File: src/sdcb_pkg.sv
// Shared constants and types for the DRAM clock-enable and bank-state logic.
// Assumes one 250 MHz clock shared by controller and device ends.
package sdcb_pkg;
  localparam int unsigned SDCB_CLK_PERIOD_NS = 4;
  // Row cycle time and clock-enable setup interval, in ns
  localparam int unsigned SDCB_ROW_CYCLE_TIME_NS = 60;
  localparam int unsigned SDCB_CKE_SETUP_NS = 8;
  localparam int unsigned SDCB_ROW_CYCLE_CYC =
    (SDCB_ROW_CYCLE_TIME_NS + SDCB_CLK_PERIOD_NS - 1) / SDCB_CLK_PERIOD_NS;
  localparam int unsigned SDCB_CKE_SETUP_CYC =
    (SDCB_CKE_SETUP_NS + SDCB_CLK_PERIOD_NS - 1) / SDCB_CLK_PERIOD_NS;
  // Cycles to wait after a mode register load
  localparam int unsigned SDCB_MODE_LOAD_WAIT_CYC = 2;
  // Burst length counted by the device for auto-precharge
  localparam int unsigned SDCB_BURST_CYC = 4;
  localparam int unsigned SDCB_ADDR_W = 12;
  localparam int unsigned SDCB_BANK_BIT = 11;
  localparam int unsigned SDCB_AP_BIT = 10;
  localparam int unsigned SDCB_CNT_W = 8;

  typedef enum logic [2:0] {
    SDCB_BK_IDLE, SDCB_BK_ACTIVE, SDCB_BK_READ, SDCB_BK_WRITE,
    SDCB_BK_READ_AP, SDCB_BK_WRITE_AP
  } sdcb_bank_e;

  typedef enum logic [2:0] {
    SDCB_MD_NORMAL, SDCB_MD_SELF_REFRESH, SDCB_MD_SR_RECOVERY,
    SDCB_MD_POWER_DOWN, SDCB_MD_SUSPEND
  } sdcb_mode_e;

  // Commands as {cs_n, ras_n, cas_n, we_n}
  localparam logic [3:0] SDCB_CMD_NOP = 4'h7;
  localparam logic [3:0] SDCB_CMD_BST = 4'h6;
  localparam logic [3:0] SDCB_CMD_READ = 4'h5;
  localparam logic [3:0] SDCB_CMD_WRITE = 4'h4;
  localparam logic [3:0] SDCB_CMD_ACT = 4'h3;
  localparam logic [3:0] SDCB_CMD_PRE = 4'h2;
  localparam logic [3:0] SDCB_CMD_REF = 4'h1;
  localparam logic [3:0] SDCB_CMD_MRS = 4'h0;
  localparam logic [3:0] SDCB_CMD_DESELECT_COMMAND = 4'h8;

  // Controller request codes
  typedef enum logic [3:0] {
    SDCB_RQ_NONE, SDCB_RQ_ACT, SDCB_RQ_READ, SDCB_RQ_WRITE, SDCB_RQ_PRE,
    SDCB_RQ_BST, SDCB_RQ_REF, SDCB_RQ_MRS, SDCB_RQ_SELF_REFRESH,
    SDCB_RQ_POWER_DOWN, SDCB_RQ_SUSPEND, SDCB_RQ_WAKE
  } sdcb_req_e;
endpackage : sdcb_pkg

File: src/sdcb_if.sv
// Pin bundle between the memory controller and the DRAM device logic.
// Both ends share i_clk_sys; the testbench instantiates and joins them.
`timescale 1ns/1ns
interface sdcb_if;
  logic cke;
  logic cs_n;
  logic ras_n;
  logic cas_n;
  logic we_n;
  logic [11:0] addr;
  modport ctrl (output cke, cs_n, ras_n, cas_n, we_n, addr);
  modport dev (input cke, cs_n, ras_n, cas_n, we_n, addr);
endinterface : sdcb_if

File: src/sdcb_device.sv
// DRAM device end: clock-enable mode tracking and per-bank state machines.
// Assumes pins come from controller logic on the same clock (no synchroniser).
`timescale 1ns/1ns
module sdcb_device
  import sdcb_pkg::*;
#(
  parameter int unsigned BURST_CYC = SDCB_BURST_CYC
) (
  input wire logic i_clk_sys,
  input wire logic i_rst_n,
  sdcb_if.dev pins,
  output logic [2:0] o_bank0_state,
  output logic [2:0] o_bank1_state,
  output logic [2:0] o_mode,
  output logic o_frozen,
  output logic o_illegal,
  output logic o_refresh_pulse,
  output logic [11:0] o_mode_reg
);
  typedef struct packed {
    logic cke_prev;
    sdcb_mode_e mode;
    sdcb_bank_e [1:0] bank;
    logic [1:0][SDCB_CNT_W-1:0] burst_cnt;
    logic [SDCB_CNT_W-1:0] rec_cnt;
    logic illegal;
    logic refresh;
    logic [11:0] mode_reg;
    logic frozen;
  } sdcb_dev_s;

  sdcb_dev_s st_q, st_d;
  logic [3:0] cmd;
  logic bsel;
  logic ap;
  logic ras_or_cas_low;

  assign cmd = {pins.cs_n, pins.ras_n, pins.cas_n, pins.we_n};
  assign bsel = pins.addr[SDCB_BANK_BIT];
  assign ap = pins.addr[SDCB_AP_BIT];
  assign ras_or_cas_low = !pins.cs_n && (!pins.ras_n || !pins.cas_n);

  always_comb begin
    logic both_idle;
    logic is_nop;
    st_d = st_q;
    both_idle = (st_q.bank[0] == SDCB_BK_IDLE) && (st_q.bank[1] == SDCB_BK_IDLE);
    is_nop = pins.cs_n || (cmd == SDCB_CMD_NOP);
    st_d.cke_prev = pins.cke;
    st_d.illegal = 1'b0;
    st_d.refresh = 1'b0;
    case (st_q.mode)
      SDCB_MD_SELF_REFRESH: begin
        if (!st_q.cke_prev && pins.cke) begin
          // Recovery starts; the wake edge itself must carry no strobe
          st_d.mode = SDCB_MD_SR_RECOVERY;
          st_d.rec_cnt = SDCB_CNT_W'(SDCB_ROW_CYCLE_CYC);
          st_d.illegal = ras_or_cas_low;
        end
      end
      SDCB_MD_SR_RECOVERY: begin
        if (st_q.cke_prev && !pins.cke) begin
          if (is_nop) begin
            st_d.mode = SDCB_MD_POWER_DOWN;
          end else begin
            st_d.illegal = 1'b1;
          end
        end else if (st_q.cke_prev && pins.cke) begin
          st_d.illegal = ras_or_cas_low;
          if (st_q.rec_cnt <= SDCB_CNT_W'(1)) begin
            st_d.mode = SDCB_MD_NORMAL;
            st_d.rec_cnt = '0;
          end else begin
            st_d.rec_cnt = st_q.rec_cnt - SDCB_CNT_W'(1);
          end
        end
      end
      SDCB_MD_POWER_DOWN: begin
        // Pins other than enable are ignored here, wake needs no command
        if (!st_q.cke_prev && pins.cke) begin
          st_d.mode = SDCB_MD_NORMAL;
        end
      end
      SDCB_MD_SUSPEND: begin
        if (!st_q.cke_prev && pins.cke) begin
          st_d.mode = SDCB_MD_NORMAL;
        end
      end
      default: begin
        if (both_idle && st_q.cke_prev && !pins.cke) begin
          if (cmd == SDCB_CMD_REF) begin
            st_d.mode = SDCB_MD_SELF_REFRESH;
          end else begin
            st_d.mode = SDCB_MD_POWER_DOWN;
          end
        end else if (!both_idle && st_q.cke_prev && !pins.cke) begin
          // This cycle's command still executes, freeze from next
          st_d.mode = SDCB_MD_SUSPEND;
        end
        if (st_q.cke_prev) begin
          for (int b = 0; b < 2; b++) begin
            // Auto-precharge bursts count down and self-precharge
            if ((st_q.bank[b] == SDCB_BK_READ_AP) || (st_q.bank[b] == SDCB_BK_WRITE_AP)) begin
              if (st_q.burst_cnt[b] <= SDCB_CNT_W'(1)) begin
                st_d.bank[b] = SDCB_BK_IDLE;
              end else begin
                st_d.burst_cnt[b] = st_q.burst_cnt[b] - SDCB_CNT_W'(1);
              end
            end
          end
          if (!pins.cs_n && !(both_idle && !pins.cke)) begin
            case (cmd)
              SDCB_CMD_ACT: begin
                if (st_q.bank[bsel] == SDCB_BK_IDLE) begin
                  st_d.bank[bsel] = SDCB_BK_ACTIVE;
                end else begin
                  st_d.illegal = 1'b1;
                end
              end
              SDCB_CMD_READ, SDCB_CMD_WRITE: begin
                if (st_q.bank[bsel] == SDCB_BK_IDLE) begin
                  st_d.illegal = 1'b1;
                end else if (ap) begin
                  st_d.bank[bsel] = (cmd == SDCB_CMD_READ) ? SDCB_BK_READ_AP : SDCB_BK_WRITE_AP;
                  st_d.burst_cnt[bsel] = SDCB_CNT_W'(BURST_CYC);
                end else begin
                  st_d.bank[bsel] = (cmd == SDCB_CMD_READ) ? SDCB_BK_READ : SDCB_BK_WRITE;
                end
              end
              SDCB_CMD_BST: begin
                if ((st_q.bank[bsel] == SDCB_BK_READ) || (st_q.bank[bsel] == SDCB_BK_WRITE)) begin
                  st_d.bank[bsel] = SDCB_BK_ACTIVE;
                end
              end
              SDCB_CMD_PRE: begin
                if (ap) begin
                  st_d.bank[0] = SDCB_BK_IDLE;
                  st_d.bank[1] = SDCB_BK_IDLE;
                end else begin
                  st_d.bank[bsel] = SDCB_BK_IDLE;
                end
              end
              SDCB_CMD_REF: begin
                if (both_idle) begin
                  st_d.refresh = 1'b1;
                end else begin
                  st_d.illegal = 1'b1;
                end
              end
              SDCB_CMD_MRS: begin
                if (both_idle) begin
                  st_d.mode_reg = pins.addr;
                end else begin
                  st_d.illegal = 1'b1;
                end
              end
              default: begin
              end
            endcase
          end
        end
      end
    endcase
    // Frozen is kept as a register so the output is a flop, not a decode
    // It follows the next mode, so it lines up with o_mode on the same edge
    st_d.frozen = (st_d.mode != SDCB_MD_NORMAL);
  end

  always_ff @(posedge i_clk_sys) begin
    if (!i_rst_n) begin
      // Enum fields take their idle encodings explicitly, not by zero fill
      st_q <= '0;
      st_q.mode <= SDCB_MD_NORMAL;
      st_q.bank <= '{SDCB_BK_IDLE, SDCB_BK_IDLE};
    end else begin
      st_q <= st_d;
    end
  end

  // All outputs below are plain register taps
  assign o_bank0_state = st_q.bank[0];
  assign o_bank1_state = st_q.bank[1];
  assign o_mode = st_q.mode;
  assign o_frozen = st_q.frozen;
  assign o_illegal = st_q.illegal;
  assign o_refresh_pulse = st_q.refresh;
  assign o_mode_reg = st_q.mode_reg;
endmodule : sdcb_device

File: src/flat_wrapper.sv
// flat-port wrapper written by rule: the top's interface ports become plain ports
module sdcb_device_flat import sdcb_pkg::*;
#(
  parameter int unsigned BURST_CYC = SDCB_BURST_CYC
)
  (i_clk_sys, i_rst_n, o_bank0_state, o_bank1_state, o_mode, o_frozen, o_illegal, o_refresh_pulse, o_mode_reg, pins_cke, pins_cs_n, pins_ras_n, pins_cas_n, pins_we_n, pins_addr);
  sdcb_if pins_i ();
  input wire logic i_clk_sys;
  input wire logic i_rst_n;
  output logic [2:0] o_bank0_state;
  output logic [2:0] o_bank1_state;
  output logic [2:0] o_mode;
  output logic o_frozen;
  output logic o_illegal;
  output logic o_refresh_pulse;
  output logic [11:0] o_mode_reg;
  input wire logic [$bits(pins_i.cke)-1:0] pins_cke;
  input wire logic [$bits(pins_i.cs_n)-1:0] pins_cs_n;
  input wire logic [$bits(pins_i.ras_n)-1:0] pins_ras_n;
  input wire logic [$bits(pins_i.cas_n)-1:0] pins_cas_n;
  input wire logic [$bits(pins_i.we_n)-1:0] pins_we_n;
  input wire logic [$bits(pins_i.addr)-1:0] pins_addr;
  assign pins_i.cke = pins_cke;
  assign pins_i.cs_n = pins_cs_n;
  assign pins_i.ras_n = pins_ras_n;
  assign pins_i.cas_n = pins_cas_n;
  assign pins_i.we_n = pins_we_n;
  assign pins_i.addr = pins_addr;
  sdcb_device #(.BURST_CYC(BURST_CYC)) u_core (.i_clk_sys(i_clk_sys), .i_rst_n(i_rst_n), .pins(pins_i), .o_bank0_state(o_bank0_state), .o_bank1_state(o_bank1_state), .o_mode(o_mode), .o_frozen(o_frozen), .o_illegal(o_illegal), .o_refresh_pulse(o_refresh_pulse), .o_mode_reg(o_mode_reg));
endmodule
File: config.mk
export PLATFORM = sky130hd
export DESIGN_NAME = sdcb_device_flat
export DESIGN_NICKNAME = d
export VERILOG_FILES = /design/src/sdcb_pkg.sv /design/src/sdcb_if.sv /design/src/sdcb_device.sv /design/src/flat_wrapper.sv
export SDC_FILE = /design/constraint.sdc
export NUM_CORES = 1
export LEC_CHECK = 0
export CELL_PAD_IN_SITES_DETAIL_PLACEMENT = 1
export CELL_PAD_IN_SITES_GLOBAL_PLACEMENT = 1
export CORE_MARGIN = 1.5
export CORE_UTILIZATION = 41
export CTS_BUF_LIST = sky130_fd_sc_hd__clkbuf_2 sky130_fd_sc_hd__clkbuf_4 sky130_fd_sc_hd__clkbuf_8
export DETAILED_ROUTE_END_ITERATION = 12
export DONT_BUFFER_PORTS = 1
export GPL_TIMING_DRIVEN = 0
export PLACE_DENSITY = 0.77
export SLEW_MARGIN = 5
export SYNTH_ARGS = -nofsm -noshare
export SYNTH_HDL_FRONTEND = slang
export SYNTH_SLANG_ARGS = --single-unit
File: constraint.sdc
create_clock -name i_clk_sys -period 3.7 [get_ports i_clk_sys]
set_input_delay 1.11 -clock i_clk_sys [delete_from_list [all_inputs] [get_ports i_clk_sys]]
set_output_delay 1.11 -clock i_clk_sys [all_outputs]
set_load 0.01 [all_outputs]
* After elaboration in Yosys (flattened, before gate mapping)
Index checks and enable logic that the tools add are counted.
Cells by class: add/subtract/negate cells 3, $lt $le $gt $ge 5, eq/ne operators 20, mux-type cells 63, bitwise logic cells 13, reduce and logical (&&, ||, !) cells 38
Operator list (count):
- 2-to-1 mux 8 bit | 11
- 2-to-1 mux 3 bit | 19
- 2-to-1 mux 22 bit | 2
- 2-to-1 mux 16 bit | 2
- 2-to-1 mux 14 bit | 2
- <= comparator 8 x 1 -> 1 bit, second input constant | 3
- 2-to-1 mux 12 bit | 2
- 2-to-1 mux 6 bit | 4
- case mux 6 bit (4 select lines) | 1
- subtractor 8 x 1 -> 8 bit, second input constant | 3
- 2-to-1 mux 9 bit | 2
- equality test 4 x 3 -> 1 bit, second input constant | 4
- case mux 8 bit (2 select lines) | 1
- equality test 3 bit, second input constant | 5
- bitwise AND 14 bit | 1
- inverter 14 bit | 1
- bitwise mux 6 bit | 2
- equality test 3 x 2 -> 1 bit, second input constant | 4
- logical AND 1 bit | 12
- zero test 3 bit | 3
- 2-to-1 mux 1 bit | 9
- case mux 3 bit (3 select lines) | 1
- demux 8 bit (select 1 bit) | 1
- equality test 4 x 2 -> 1 bit, second input constant | 2
- 26 further kinds | 45
Storage, ports and cells: bits in registers 49, input port bits 19, output and inout port bits 24, logic and storage cells 153

* Logic depth before layout (Yosys ltp)
depth in word-level cells 10, gate-level depth with buffers 8, gate-level depth less buffers 7

* Worst setup path before layout
Ideal clock, no wire load.
kind input port to flip-flop, start input pins_cas_n, end register u_core.st_q[23] (netlist bit), setup time 0.133 ns, arrival time 2.287 ns, data required time 3.567 ns, path slack 1.281 ns, stages on the path 5, buffers on the path 1, cell sequence clkbuf_1 > nor3b_2 > nand4b_1 > o21ai_0 > nor2_1
On the way: cells in the longest elaborated chain, start to end 4, elaborated cells on any way between the ends 5, classes of those cells eq/ne (2); mux (2); reduce/logical (1)
RTL lines:
- from (decl) | line flat_wrapper.sv:20 | input wire logic [$bits(pins_i.cas_n)-1:0] pins_cas_n;
- equality test 4 x 3 -> 1 bit | line sdcb_device.sv:112 | case (cmd)
- OR reduction 2 bit * | line sdcb_device.sv:112
- 2-to-1 mux 16 bit * | line sdcb_device.sv:112
- 2-to-1 mux 22 bit * | line sdcb_device.sv:111 | if (!pins.cs_n && !(both_idle && !pins.cke)) begin
- to (signal assigned) | line sdcb_device.sv:176 | st_q <= st_d;
- to (decl) | line sdcb_device.sv:32 | sdcb_dev_s st_q, st_d;
Every way passes the cells marked *; elsewhere a longest branch is shown, timed or not. A chain may end at the register's enable or synchronous reset.

* Worst setup path in the final report
start input pins_cas_n, end register u_core.st_q[26] (netlist bit)
The elaborated chain is that of the path after synthesis.

==> impl_results.rst <==
.. list-table::
   :header-rows: 1

   * - Metric
     - Value
   * - Result of the run
     - finished, final reports clean
   * - Number of levels in the clock H-tree
     - 2
   * - DRC violation count after routing
     - 0
   * - Starting density of the core
     - 42.4%
   * - Port buffer count
     - 0
   * - Final setup TNS
     - 0 ns
   * - Commonest cells after routing, fill and taps aside
     - 51 x sky130_fd_sc_hd__nand2_1, 49 x sky130_fd_sc_hd__dfxtp_1, 33 x sky130_fd_sc_hd__a21oi_1
   * - Kind of critical path
     - primary input to flop
   * - Largest net degree at the start of global routing
     - 16
   * - Initial antenna violation count
     - 0
   * - Ordered list of cells on the worst path
     - clkbuf_1 > nor3b_2 > nand4b_1 > o21ai_0 > nor2_1
   * - Data arrival time of the critical path
     - 2.87 ns
   * - Sum of routed wire length over all layers
     - 8140 microns
   * - Unrepaired setup endpoints after global routing
     - no
   * - Worst-path maximum fanout
     - 10
   * - Slew at the pin with the worst max-slew slack
     - 0.692 ns
   * - Number of max-cap violations
     - 0
   * - Seq/Total Area, Yosys
     - 31.7%
   * - Proportion of netlist area held by the largest area contributor
     - 31.7%
   * - Drt initial violations
     - 130
   * - Total die area
     - 0.00807 sq mm
   * - Hold violation total from the final report
     - 0
   * - Number of post-CTS setup repair buffers
     - 0
   * - Biggest area consumer among synthesized cells
     - sky130_fd_sc_hd__dfxtp_1
   * - Antenna violation net count after detailed routing
     - 0
   * - Placement Setup Slack
     - 0.687 ns
   * - CP Data Required Time
     - 3.88 ns
   * - CP top delay family
     - simple AND/OR/NAND/NOR gates
   * - Clock Tree Root
     - sky130_fd_sc_hd__clkbuf_8
   * - Crit. End Element
     - flop
   * - Number of enable flip-flop cells after synthesis
     - 0
   * - Slew headroom
     - 53.2%
   * - Number of nets in the layout
     - 427
   * - Power dissipated by switching net loads
     - 0.346 mW
   * - Leading cell type in the layout, fill and taps excluded
     - sky130_fd_sc_hd__nand2_1
   * - Routability congestion estimate from global placement
     - 0.812
   * - Number of synthesized register bits
     - 49
   * - Most instantiated flip-flop cell in the synthesis netlist
     - sky130_fd_sc_hd__dfxtp_1
   * - Mapped Avg Cell Area
     - 7.83 sq um
   * - Worst setup skew after layout
     - 0.0113 ns
   * - Max reg flops
     - 25
   * - Combined buffer and inverter count along the critical path
     - 1
   * - Proportion of total power due to net switching
     - 29.2%
   * - Horizontal extent of the die
     - 89.9 microns
   * - Internal power summed over all cells
     - 0.839 mW
   * - Vias in the first global route
     - 2808
   * - Worst-Skew Late Latency
     - 0.31 ns
   * - Global-route wire length before repair
     - 13700 microns
   * - Final period utilization
     - 72.5%
   * - Number of nets produced by synthesis
     - 420
   * - Top-level I/O count
     - 43
   * - Largest stage delay on the critical path
     - 0.63 ns
   * - Post-CTS Hold Fix Bufs
     - 0
   * - Tmin final
     - 2.68 ns
   * - Grt ovf
     - 0
   * - Clock transition at the registers of the reported paths
     - 0.10 ns
   * - Count of cell types in the netlist
     - 70
   * - Synthesized area
     - 0.00309 sq mm
   * - CTS resizes
     - 0
   * - Timing-limited maximum frequency
     - 373 MHz
   * - Type of origin of the critical path
     - primary input
   * - Final non-filler cell area
     - 0.00334 sq mm
   * - Synth warn
     - 0
   * - Clock group share of total power
     - 35.3%
   * - FILL cells
     - 928
   * - Worst min-delay path class
     - flop to flop
   * - HPWL reported at the end of detailed placement
     - 6000 microns
   * - Vertical die dimension
     - 89.9 microns
   * - Total iterations of the first detailed-routing run
     - 4
   * - Total inserted antenna cells
     - 0
   * - Number of buffers created by CTS
     - 5
   * - Ranking of synthesized cells by area
     - sky130_fd_sc_hd__dfxtp_1 32%, sky130_fd_sc_hd__nand2_1 6.2%, sky130_fd_sc_hd__a21oi_1 5.3%
   * - Max-slew violations
     - 0
   * - Wirelength per Cell
     - 16.2 microns
   * - Total routing resource utilization after global routing
     - 20.2%
   * - Proportion of register bits with asynchronous set or reset after synthesis
     - 0%
   * - Proportion of power drawn by combinational gates
     - 17.8%
   * - Post-DP Area
     - 0.00322 sq mm
   * - Share of power burned in registers
     - 46.9%
   * - Post-DR vias/cell
     - 5.73
   * - Sequential cell area in the final layout
     - 981 sq um
   * - Area added between synthesis and finish
     - 7.89%
   * - Leakage power of the design
     - 1.20 nW
   * - Area of the multi-input gates
     - 0.00181 sq mm
   * - Sink count of the clock tree
     - 49
   * - Fraction of final layout cells sized beyond drive strength 1
     - 15.4%
   * - Cell type of the slowest stage on the worst timing path
     - sky130_fd_sc_hd__o21ai_0
   * - Number of setup violations in the final report
     - 0
   * - Buffer levels on the longest clock path
     - 2
   * - Power density cells
     - 355 mW/mm^2
   * - Clock tree from TritonCTS
     - done
   * - FP Rows
     - 31
   * - Total via count in the routed design
     - 2878
   * - Cells after synthesis
     - 395
   * - Final worst setup slack
     - 1.02 ns
   * - Floorplan Core Area
     - 0.00729 sq mm
   * - Peak supply drop
     - 186 uV
power groups by stage:
| stage | Sequential (mW) | Combinational [mW] | Clock, mW |
|---|---|---|---|
| 6_report | 0.556 | 0.211 | 0.418 |
| 5_1_grt | 0.559 | 0.234 | 0.446 |
| 4_1_cts | 0.557 | 0.212 | 0.422 |
| 3_5_place_dp | 0.569 | 0.210 | 0 |
| 3_3_place_gp | 0.568 | 0.203 | 0 |
| 2_1_floorplan | 0.565 | 0.163 | 0 |
cell families (layout without fill, tap and decap cells):
logic type / after synthesis / after routing / synth area share (%)
buffers and inverters: 55 / 63 / 9.67
AND/OR/NAND/NOR: 171 / 171 / 30.1
flip-flops: 49 / 49 / 31.7
XOR/XNOR: 5 / 5 / 1.42
adder cells (fa/ha/maj): 7 / 7 / 2.75
AO/OA/AOI/OAI: 103 / 103 / 22.6
multiplexers: 5 / 5 / 1.74
worst min-delay path: stages (launching register included):
cell                      delay [ns]
sky130_fd_sc_hd__dfxtp_1        0.32
sky130_fd_sc_hd__nand2_1        0.05
sky130_fd_sc_hd__a21oi_1        0.05
path summary, 6_finish.rpt:
path | from | endpoint | slack (ns) | cells past startpoint
hold reg to reg | u_core.o_mode_reg[10] | u_core.o_mode_reg[10] | 0.46 | 2
hold / removal | u_core.o_mode_reg[10] | u_core.o_mode_reg[10] | 0.46 | 2
setup reg to reg | u_core.st_q[25] | u_core.o_bank0_state[0] | 1.45 | 5
setup / recovery | pins_cas_n | u_core.st_q[26] | 1.02 | 5
layer usage:
metal / wire length (microns) / vias up / track usage (%)
li1: - / 1418 / -
met1: 3770 / 1404 / 25.6
met2: 3970 / 48 / 35.4
met3: 313 / 8 / 3.72
met4: 82 / 0 / 5.16
met5: 0 / - / 0
through the flow:
step / power [mW] / hold WS [ns] / util [%] / cells
4_1_cts: 1.19 / 0.459 / 45.8 / 502
2_1_floorplan: 0.729 / 0.432 / - / 395
3_3_place_gp: 0.771 / 0.439 / 44.1 / 494
6_report: 1.19 / 0.458 / 45.8 / 502
3_5_place_dp: 0.779 / 0.447 / 44.1 / 494
5_1_grt: 1.24 / 0.474 / 45.8 / 502
area by class of cell:
type / count / area share [%]
inverter: 12 / 1.35
multi-input combinational: 291 / 54.3
clock inverter: 2 / 1.12
clock buffer: 6 / 2.47
tap: 99 / 3.71
sequential: 49 / 29.4
buffer: 43 / 7.61
Yosys cell counts, types with 2 or more instances:
master / n
sky130_fd_sc_hd__a2111oi_1: 2
sky130_fd_sc_hd__a211oi_1: 6
sky130_fd_sc_hd__a21oi_1: 33
sky130_fd_sc_hd__a31o_1: 2
sky130_fd_sc_hd__a31oi_1: 5
sky130_fd_sc_hd__a32oi_1: 2
sky130_fd_sc_hd__and2_1: 3
sky130_fd_sc_hd__and3_1: 2
sky130_fd_sc_hd__and3b_1: 2
sky130_fd_sc_hd__buf_2: 11
sky130_fd_sc_hd__buf_4: 21
sky130_fd_sc_hd__clkbuf_1: 11
sky130_fd_sc_hd__dfxtp_1: 49
sky130_fd_sc_hd__ha_1: 6
sky130_fd_sc_hd__inv_1: 11
sky130_fd_sc_hd__mux2_2: 3
sky130_fd_sc_hd__mux2i_1: 2
sky130_fd_sc_hd__nand2_1: 51
sky130_fd_sc_hd__nand2b_1: 6
sky130_fd_sc_hd__nand3_1: 13
sky130_fd_sc_hd__nand3b_1: 2
sky130_fd_sc_hd__nand4b_1: 3
sky130_fd_sc_hd__nor2_1: 27
sky130_fd_sc_hd__nor2_2: 2
sky130_fd_sc_hd__nor2b_1: 9
sky130_fd_sc_hd__nor3_1: 14
sky130_fd_sc_hd__nor3b_1: 4
sky130_fd_sc_hd__nor4_1: 5
sky130_fd_sc_hd__nor4b_1: 2
sky130_fd_sc_hd__o211a_1: 2
sky130_fd_sc_hd__o211ai_1: 5
sky130_fd_sc_hd__o21ai_0: 17
sky130_fd_sc_hd__o221a_2: 2
sky130_fd_sc_hd__o22ai_1: 4
sky130_fd_sc_hd__o31a_1: 2
sky130_fd_sc_hd__o31ai_1: 4
sky130_fd_sc_hd__or2_2: 3
sky130_fd_sc_hd__or3_1: 10
sky130_fd_sc_hd__or4_4: 2
sky130_fd_sc_hd__or4b_1: 2
sky130_fd_sc_hd__xnor2_1: 2
sky130_fd_sc_hd__xor2_1: 3
Note: power is estimated with default switching activity, not from simulation.
